`src/rtl/bro_regs.svh`:
```
`ifndef BRO_REGS_SVH
`define BRO_REGS_SVH
// overlay control bit position in the I/O data byte
`define BRO_CTRL_EN_BIT   3'd0
// I/O port of the overlay control register
`define BRO_CTRL_PORT     8'h1d
// enable state after reset: boot memory answers
`define BRO_CTRL_RST      1'b1
// lower region ends at 7fffh (a15 clear)
`define BRO_UPPER_BIT     4'd15
// boot window limits per size, in byte addresses
`define BRO_LIM_SMALL     16'h0fff
`define BRO_LIM_MEDIUM    16'h1fff
`define BRO_LIM_LARGE     16'h3fff
`endif

```
`src/rtl/bro_pkg.sv`:
```
package bro_pkg;
    typedef enum logic [1:0] {
        BRO_SZ_SMALL,
        BRO_SZ_MEDIUM,
        BRO_SZ_LARGE
    } bro_size_type;

    typedef struct packed {
        logic        mem_req;
        logic        io_wr;
        logic [15:0] addr;
        logic [7:0]  wdata;
    } bro_req_type;

    typedef struct packed {
        logic        boot_sel;
        logic        ram_sel;
        logic [13:0] boot_addr;
    } bro_sel_type;
endpackage : bro_pkg

```
`src/rtl/bro_decoder.sv`:
```
// Operation
// - after reset boot memory answers reads at 0000h to 0fffh
// - lower region 0000h-7fffh selects boot memory or ram, never both
// - reset sets the boot enable, so boot memory owns its size window at the bottom of the lower region
// - software writes the control bit; cleared sends lower region to ram
// - 8000h-ffffh always selects ram regardless of the enable
// - boot memory up to 128 kbit, occupying 0000h to 3fffh
// - medium strap configures the socket for 64 kbit memory
// - large strap routes high address line to socket instead of medium
`timescale 1ns/10ps
`include "bro_regs.svh"
module bro_decoder (
    input  wire logic               ref_clk_i,
    input  wire logic               srst_i,
    input  wire bro_pkg::bro_req_type req_i,
    input  wire logic               size_strap_medium_i,
    input  wire logic               size_strap_large_i,
    output logic                    boot_en_o,
    output logic                    strap_err_o,
    output bro_pkg::bro_sel_type    sel_o
);
    logic                 boot_en_r;
    logic                 boot_en_nxt;
    bro_pkg::bro_size_type size_r;
    bro_pkg::bro_size_type size_nxt;
    logic                 strap_err_r;
    bro_pkg::bro_sel_type sel_r;
    bro_pkg::bro_sel_type sel_nxt;

    // window top for each fitted size; shared by the decode and the checks
    function automatic logic [15:0] win_limit(
        input bro_pkg::bro_size_type size
    );
        logic [15:0] top;
        top = `BRO_LIM_SMALL;
        unique case (size)
            bro_pkg::BRO_SZ_SMALL:  top = `BRO_LIM_SMALL;
            bro_pkg::BRO_SZ_MEDIUM: top = `BRO_LIM_MEDIUM;
            bro_pkg::BRO_SZ_LARGE:  top = `BRO_LIM_LARGE;
            // the fourth code of the size field is never stored
            default:                top = `BRO_LIM_SMALL;
        endcase
        return top;
    endfunction : win_limit

    // only the largest memory uses socket address line 13
    function automatic logic a13_routed(
        input bro_pkg::bro_size_type size
    );
        return size == bro_pkg::BRO_SZ_LARGE;
    endfunction : a13_routed

    wire ctrl_wr = req_i.io_wr && (req_i.addr[7:0] == `BRO_CTRL_PORT);
    wire upper   = req_i.addr[`BRO_UPPER_BIT];
    wire in_win;
    wire [15:0] lim;

    // straps are static; sampled every cycle, large wins if both fitted
    assign size_nxt = size_strap_large_i  ? bro_pkg::BRO_SZ_LARGE :
                      size_strap_medium_i ? bro_pkg::BRO_SZ_MEDIUM :
                                            bro_pkg::BRO_SZ_SMALL;
    assign lim = win_limit(size_r);
    assign in_win = req_i.addr <= lim;
    assign boot_en_nxt = ctrl_wr ? req_i.wdata[`BRO_CTRL_EN_BIT]
                                 : boot_en_r;

    // lower region above the fitted memory falls to ram so one is always on for a memory request
    always_comb begin
        sel_nxt = '0;
        sel_nxt.boot_addr = req_i.addr[13:0];
        if (req_i.mem_req) begin
            if (!upper && boot_en_r && in_win) begin
                sel_nxt.boot_sel = 1'b1;
            end else begin
                sel_nxt.ram_sel = 1'b1;
            end
        end
        // address line 13 reaches the socket only with the large strap
        if (!a13_routed(size_r)) begin
            sel_nxt.boot_addr[13] = 1'b0;
        end
    end

    always_ff @(posedge ref_clk_i) begin
        if (srst_i) begin
            boot_en_r   <= `BRO_CTRL_RST;
            size_r      <= bro_pkg::BRO_SZ_SMALL;
            strap_err_r <= 1'b0;
            sel_r       <= '0;
        end else begin
            boot_en_r   <= boot_en_nxt;
            size_r      <= size_nxt;
            strap_err_r <= size_strap_large_i && size_strap_medium_i;
            sel_r       <= sel_nxt;
        end
    end

    assign boot_en_o   = boot_en_r;
    assign strap_err_o = strap_err_r;
    assign sel_o       = sel_r;

    excl_sel_a: assert property (
        @(posedge ref_clk_i) disable iff (srst_i)
        !(sel_o.boot_sel && sel_o.ram_sel))
        else $error("boot and ram selected together");

    upper_ram_a: assert property (
        @(posedge ref_clk_i) disable iff (srst_i)
        req_i.mem_req && req_i.addr[15] |=> sel_o.ram_sel && !sel_o.boot_sel)
        else $error("upper request missed ram");

    reset_boot_a: assert property (
        @(posedge ref_clk_i)
        srst_i |=> boot_en_o)
        else $error("boot enable not set by reset");

    ctrl_write_a: assert property (
        @(posedge ref_clk_i) disable iff (srst_i)
        ctrl_wr |=> boot_en_o == $past(req_i.wdata[`BRO_CTRL_EN_BIT]))
        else $error("control write not taken");

    disabled_ram_a: assert property (
        @(posedge ref_clk_i) disable iff (srst_i)
        req_i.mem_req && !boot_en_o && !ctrl_wr |=> sel_o.ram_sel)
        else $error("disabled boot still answered");

    small_win_a: assert property (
        @(posedge ref_clk_i) disable iff (srst_i)
        req_i.mem_req && boot_en_o && req_i.addr <= 16'h0fff
        |=> sel_o.boot_sel)
        else $error("boot missed in small window");

    large_win_a: assert property (
        @(posedge ref_clk_i) disable iff (srst_i)
        req_i.mem_req && boot_en_o && size_r == bro_pkg::BRO_SZ_LARGE
        && req_i.addr >= 16'h2000 && req_i.addr <= 16'h3fff
        |=> sel_o.boot_sel && sel_o.boot_addr[13])
        else $error("large boot window wrong");

    medium_a13_a: assert property (
        @(posedge ref_clk_i) disable iff (srst_i)
        size_r == bro_pkg::BRO_SZ_MEDIUM |=> !sel_o.boot_addr[13])
        else $error("a13 driven for medium size");

    idle_quiet_a: assert property (
        @(posedge ref_clk_i) disable iff (srst_i)
        !req_i.mem_req |=> !sel_o.boot_sel && !sel_o.ram_sel)
        else $error("select raised without request");

    one_sel_a: assert property (
        @(posedge ref_clk_i) disable iff (srst_i)
        req_i.mem_req |=> sel_o.boot_sel || sel_o.ram_sel)
        else $error("request left unanswered");

    reset_sel_a: assert property (
        @(posedge ref_clk_i)
        srst_i |=> sel_o == '0 && !strap_err_o)
        else $error("outputs not cleared by reset");

    hold_en_a: assert property (
        @(posedge ref_clk_i) disable iff (srst_i)
        !ctrl_wr |=> $stable(boot_en_o))
        else $error("boot enable moved without write");

    en_clear_a: assert property (
        @(posedge ref_clk_i) disable iff (srst_i)
        ctrl_wr && !req_i.wdata[`BRO_CTRL_EN_BIT] |=> !boot_en_o)
        else $error("control write did not disable");

    boot_gate_a: assert property (
        @(posedge ref_clk_i) disable iff (srst_i)
        sel_o.boot_sel |-> $past(boot_en_o))
        else $error("boot selected while disabled");

    beyond_win_a: assert property (
        @(posedge ref_clk_i) disable iff (srst_i)
        req_i.mem_req && !req_i.addr[15] && req_i.addr > win_limit(size_r)
        |=> sel_o.ram_sel)
        else $error("address above window missed ram");

    small_top_a: assert property (
        @(posedge ref_clk_i) disable iff (srst_i)
        req_i.mem_req && size_r == bro_pkg::BRO_SZ_SMALL
        && !req_i.addr[15] && req_i.addr[14:12] != 3'h0
        |=> sel_o.ram_sel)
        else $error("small boot answered above window");

    medium_win_a: assert property (
        @(posedge ref_clk_i) disable iff (srst_i)
        req_i.mem_req && boot_en_o && size_r == bro_pkg::BRO_SZ_MEDIUM
        && req_i.addr >= 16'h1000 && req_i.addr <= 16'h1fff
        |=> sel_o.boot_sel && !sel_o.boot_addr[13])
        else $error("medium boot window wrong");

    addr_low_a: assert property (
        @(posedge ref_clk_i) disable iff (srst_i)
        req_i.mem_req |=> sel_o.boot_addr[12:0] == $past(req_i.addr[12:0]))
        else $error("boot address bits lost");

    large_a13_a: assert property (
        @(posedge ref_clk_i) disable iff (srst_i)
        req_i.mem_req && a13_routed(size_r)
        |=> sel_o.boot_addr[13] == $past(req_i.addr[13]))
        else $error("a13 not routed for large size");

    strap_err_a: assert property (
        @(posedge ref_clk_i) disable iff (srst_i)
        size_strap_large_i && size_strap_medium_i |=> strap_err_o)
        else $error("double strap not flagged");

    strap_ok_a: assert property (
        @(posedge ref_clk_i) disable iff (srst_i)
        !(size_strap_large_i && size_strap_medium_i) |=> !strap_err_o)
        else $error("strap error without double strap");

    size_large_a: assert property (
        @(posedge ref_clk_i) disable iff (srst_i)
        size_strap_large_i |=> size_r == bro_pkg::BRO_SZ_LARGE)
        else $error("large strap not taken");

    size_medium_a: assert property (
        @(posedge ref_clk_i) disable iff (srst_i)
        size_strap_medium_i && !size_strap_large_i
        |=> size_r == bro_pkg::BRO_SZ_MEDIUM)
        else $error("medium strap not taken");

    // small size is the default when no strap is fitted
    size_small_a: assert property (
        @(posedge ref_clk_i) disable iff (srst_i)
        !size_strap_medium_i && !size_strap_large_i
        |=> size_r == bro_pkg::BRO_SZ_SMALL)
        else $error("small size not taken");
endmodule : bro_decoder

```
`config.mk`:
```
export PLATFORM = sky130hd
export DESIGN_NAME = bro_decoder
export DESIGN_NICKNAME = d
export VERILOG_FILES = /design/src/rtl/bro_pkg.sv /design/src/rtl/bro_decoder.sv
export VERILOG_INCLUDE_DIRS = /design/src /design/src/rtl
export SDC_FILE = /design/constraint.sdc
export NUM_CORES = 1
export LEC_CHECK = 0
export CORE_MARGIN = 10
export CORE_UTILIZATION = 45
export CTS_BUF_LIST = sky130_fd_sc_hd__clkbuf_8
export DETAILED_ROUTE_END_ITERATION = 7
export DONT_BUFFER_PORTS = 1
export GPL_TIMING_DRIVEN = 0
export PLACE_DENSITY = 0.65
export SLEW_MARGIN = 25
export SYNTH_ARGS = -nofsm -noshare
export SYNTH_HDL_FRONTEND = slang
export SYNTH_SLANG_ARGS = --single-unit
```
`constraint.sdc`:
```
create_clock -name ref_clk_i -period 2 [get_ports ref_clk_i]
set_clock_uncertainty 0.05 [all_clocks]
set_input_delay 0.1 -clock ref_clk_i [delete_from_list [all_inputs] [get_ports ref_clk_i]]
set_output_delay 0.1 -clock ref_clk_i [all_outputs]
set_load 0.1 [all_outputs]
```
==> Yosys cells after proc, flatten, opt, wreduce, memory -nomap -nowiden <==
Index checks and enable logic that the tools add are counted.
{ "word_totals": {"out_inout_bits": 18, "register_bits": 20, "input_bits": 30, "wordCells": 27} }
{ "op_classes": {"order_cmp": 1, "n_bitwise": 2, "n_eq_ne": 3, "n_reduce_logical": 8, "mux": 5} }
{ "ops": {"columns": ["operator", "count"], "rows": [
  ["one-hot mux 14 bit (2 select lines)", 1],
  ["<= comparator 16 bit", 1],
  ["== test 8 x 5 -> 1 bit (second input constant)", 1],
  ["OR reduction 2 bit", 3],
  ["logical AND 1 bit", 4],
  ["2-to-1 mux 1 bit", 3],
  ["== test 2 x 1 -> 1 bit (second input constant)", 1],
  ["== test 2 bit (second input constant)", 1],
  ["2-to-1 mux 2 bit", 1],
  ["inverter 1 bit", 2],
  ["logical NOT 1 bit", 1]
]} }

==> Logic depth before layout (Yosys ltp) <==
{ "logic_depth": {"word_depth": 5, "mapped_depth": 7, "depth_no_buf": 7} }

==> Worst setup path before layout <==
No wires, ideal clock.
{ "synth_path": {"path_kind": "flip-flop to flip-flop", "from": "register size_r[0]", "to": "register sel_r, in the netlist sel_o[15]", "required_time_ns": 1.834, "arrival_time_ns": 1.404, "path_buffers": 0, "setup_ns": 0.116, "stages_incl_launch_ff": 7, "period_less_slack_ns": 1.570, "path_slack_ns": 0.430, "cell_sequence": "dfxtp_1 > inv_1 > ha_1 > ha_1 > and4_1 > a41o_1 > and3b_1"} }
{ "synth_between": {"elab_chain_cells": 5, "elab_cells_between_ends": 6, "cone_classes": "order compare (1); eq/ne (2); mux (2); reduce/logical (1)"} }
{ "synth_lines": {"columns": ["element", "line", "text"], "rows": [
  ["start: declaration", "bro_decoder.sv:24", "bro_pkg::bro_size_type size_r;"],
  ["start signal: assignment", "bro_decoder.sv:87", "size_r <= bro_pkg::BRO_SZ_SMALL;"],
  ["start signal: assignment", "bro_decoder.sv:92", "size_r <= size_nxt;"],
  ["== test 2 bit or == test 2 x 1 -> 1 bit (tied branches)", "bro_decoder.sv:36", "unique case (size)"],
  ["one-hot mux 14 bit (2 select lines) (*)", "bro_decoder.sv:36", null],
  ["<= comparator 16 bit (*)", "bro_decoder.sv:63", "assign in_win = req_i.addr <= lim;"],
  ["logical AND 1 bit (*)", "bro_decoder.sv:72", "if (!upper && boot_en_r && in_win) begin"],
  ["2-to-1 mux 1 bit (*)", "bro_decoder.sv:72", null],
  ["end signal: assignment", "bro_decoder.sv:94", "sel_r <= sel_nxt;"],
  ["end: declaration", "bro_decoder.sv:27", "bro_pkg::bro_sel_type sel_r;"]
]} }
Every way passes the cells marked *; elsewhere a longest branch is shown, timed or not.
A chain may end at the register's enable or synchronous reset.

==> flow_metrics.py <==
metrics = {
    "logic_synthesis": {
        "synth_warnings": 0,
        "synth.distinct_cells": 17,
        "synth-simple-area-share": 0.278,
        "synthMuxAreaShare": 0.0147,
        "synth_top_family_by_area": "simple AND/OR/NAND/NOR gates",
        "synthFlopType": "dfxtp_1",
        "ys_async_sr_fraction": 0,
        "yosysSeqAreaShare": 0.586,
        "synthCells": 59,
        "synth_edf_count": 0,
        "synth_compound_area_frac": 0.0293,
        "synth_xor_area_frac": 0,
        "synthAdderAreaFrac": 0.0733,
        "synth_seq_cells": 20,
        "synth_area_per_cell_um2": 11.6,
        "synthesis.area_um2": 683,
        "syn-num-nets": 93,
    },
    "clock_network": {
        "cts_resized": 0,
        "root_buffer": "clkbuf_8",
        "htreeDepth": 1,
        "tritoncts": "yes",
        "worstSkewPairLatency_ns": 0.25,
        "cts.clk_slew.worst_paths_ns": 0.07,
        "clock_path_buffers": 2,
        "cts_buffers": 3,
        "cts_num_sinks": 20,
    },
    "sta": {
        "totalNegativeSetupSlack_ns": 0,
        "post-route-period-util": 0.963,
        "tightest_slew_ns": 1.01,
        "slew_headroom": 0.328,
        "hold_violations": 0,
        "rsz0062_at_grt": "false",
        "maxSlewViolCount": 0,
        "max_freq_mhz": 519,
        "post-route-min-period_ns": 1.93,
        "setup_viol": 0,
    },
    "critical_path": {
        "cpPeakStageDelay_ns": 0.99,
        "path_buf_inv": 1,
        "cpLargestDelayFamily": "flip-flops",
        "required_ns": 2.14,
        "worst-setup-path-type": "flop to flop",
        "r2r-start": "boot_en_o$_SDFFE_PP1P_",
        "cp.arrival_ns": 2.07,
        "path_cells": "nor2_1 -> mux2i_1 -> dlygate4sd3_1",
        "setup.worst_path.start": "boot_en_o$_SDFFE_PP1P_",
        "critPathSlowestCell": "dfxtp_1",
        "crit_path_max_fanout": 3,
        "r2r-end": "boot_en_o$_SDFFE_PP1P_",
        "r2r_slack_ns": 0.07,
        "crit_end": "boot_en_o$_SDFFE_PP1P_",
        "endpoint_kind": "flop",
        "r2r_cells": 3,
        "cp.depth": 3,
        "startpoint_type": "flop",
    },
    "detailed_routing": {
        "via_count": 499,
        "routed_wl_um": 1660,
        "firstDrtPassIters": 4,
        "ant_nets": 0,
        "drc": 0,
        "routedWlPerCell_um": 16.3,
        "via_per_inst": 4.89,
        "drt_iter0_markers": 3,
    },
    "floorplan": {
        "io_pins": 48,
        "die_h_um": 59.0,
        "fp.coreArea_um2": 1470,
        "dieArea_um2": 3480,
        "num_rows": 14,
        "start_util": 0.464,
        "die_w_um": 59.0,
    },
    "cells_and_area": {
        "antenna_cells": 0,
        "area_growth_syn_to_layout_pct": 44.7,
        "drive_above_1_share": 0.0581,
        "layout.nets": 121,
    },
    "outcome": {
        "outcome": "finished, final reports clean",
    },
    "placed_design": {
        "portBuffers": 0,
        "gp_congestion": 0.618,
        "hpwl_um": 1160,
    },
    "grt": {
        "grt_pass1_wl_um": 2840,
        "grt_max_degree": 12,
        "first_global_vias": 584,
        "overflow": 0,
        "track_usage": 0.105,
        "grt_antenna_before_repair": 0,
    },
    "pwr": {
        "ir_worst_vdd_mv": 0.452,
        "total_power_w": 0.000912,
        "power.density_nw_per_um2": 923,
        "power.leakage_nw": 0.434,
    },
    "flow_run": {
        "cap_violations": 0,
    },
    "min_path": {
        "worstHoldPathType": "primary input to flop",
    },
}
-- power breakdown --
part	switching, W	internal, W	leakage (nW)
logic	0.0000221	0.0000474	0.239
registers	0.000131	0.000417	0.166
clock network	0.000120	0.000175	0.0288
-- Yosys cell counts (all sizes together) (2+ instances only) --
cell | number | area, um2
and3b | 2 | 17.5
and2b | 5 | 37.5
and2 | 2 | 12.5
nor2 | 2 | 7.51
and4 | 3 | 26.3
a21oi | 2 | 10.0
dfxtp | 20 | 400
inv | 2 | 7.51
nor2b | 9 | 56.3
ha | 4 | 50.1
nor3b | 2 | 15.0
-- worst min path at each step --
stage	end	cells past startpoint	slack, ns	start
floorplan	sel_o[4]$_SDFF_PP0_	1	0.12	srst_i
global placement	sel_o[6]$_SDFF_PP0_	1	0.12	srst_i
detailed placement	sel_o[6]$_SDFF_PP0_	1	0.12	srst_i
CTS	size_r[1]$_SDFF_PP0_	1	0.007	srst_i
global route	size_r[1]$_SDFF_PP0_	1	0.004	srst_i
finish	size_r[1]$_SDFF_PP0_	1	0.01	srst_i
-- through the flow --
stage | instances | area, um2 | util | setup WS [ns] | hold WS, ns
2_1_floorplan | 59 | 683 | - | 0.430 | 0.122
4_1_cts | 102 | 988 | 0.672 | 0.0930 | 0.00724
3_3_place_gp | 75 | 703 | 0.478 | 0.369 | 0.124
3_5_place_dp | 75 | 703 | 0.478 | 0.337 | 0.125
5_1_grt | 102 | 988 | 0.672 | 0.0226 | 0.00356
6_report | 102 | 988 | 0.672 | 0.0736 | 0.0134
-- per-layer routing --
metal	vias up	share of wire	routed length, um	GRT usage
met5	-	0	0	0
met4	0	0.0054	9	0.0295
met3	2	0.17	281	0.0774
met2	28	0.47	781	0.164
met1	219	0.35	586	0.109
li1	250	-	-	-
-- registers in the layout, summed over array words and instances (netlist names) --
name / count
boot_en_o: 1
sel_o: 16
size_r: 2
strap_err_o: 1
-- placed cells by master, fill, tap and decap left out, drive strengths merged, types with 2 or more instances in the layout --
master,instances
dlygate4sd3,23
dfxtp,20
nor2b,9
and2b,5
clkbuf,5
ha,4
and4,3
inv,2
nor2,2
nor3b,2
and2,2
a21oi,2
and3b,2
-- layout make-up --
class                           instances  area (um2)
Multi-Input combinational cell         36         270
Clock buffer                            4        55.1
Buffer                                  1        5.00
Inverter                                2        7.51
Sequential cell                        20         400
Fill cell                             133         483
Tap cell                               16        20.0
Timing Repair Buffer                   23         230
-- logic make-up (layout without fill, tap and decap cells) --
group	after synthesis	count (layout)
and+or+nand+nor	28	28
AOI/OAI and AO/OA	3	3
buffers and inverters	3	30
DFF	20	20
adders and majority gates	4	4
muxes	1	1
-- timing repair --
action                    CTS  global route
hold endpoints to repair   19             0
hold buffers               23             0
buffers inserted            0             0
No activity file was read; power rests on OpenSTA's default activity.
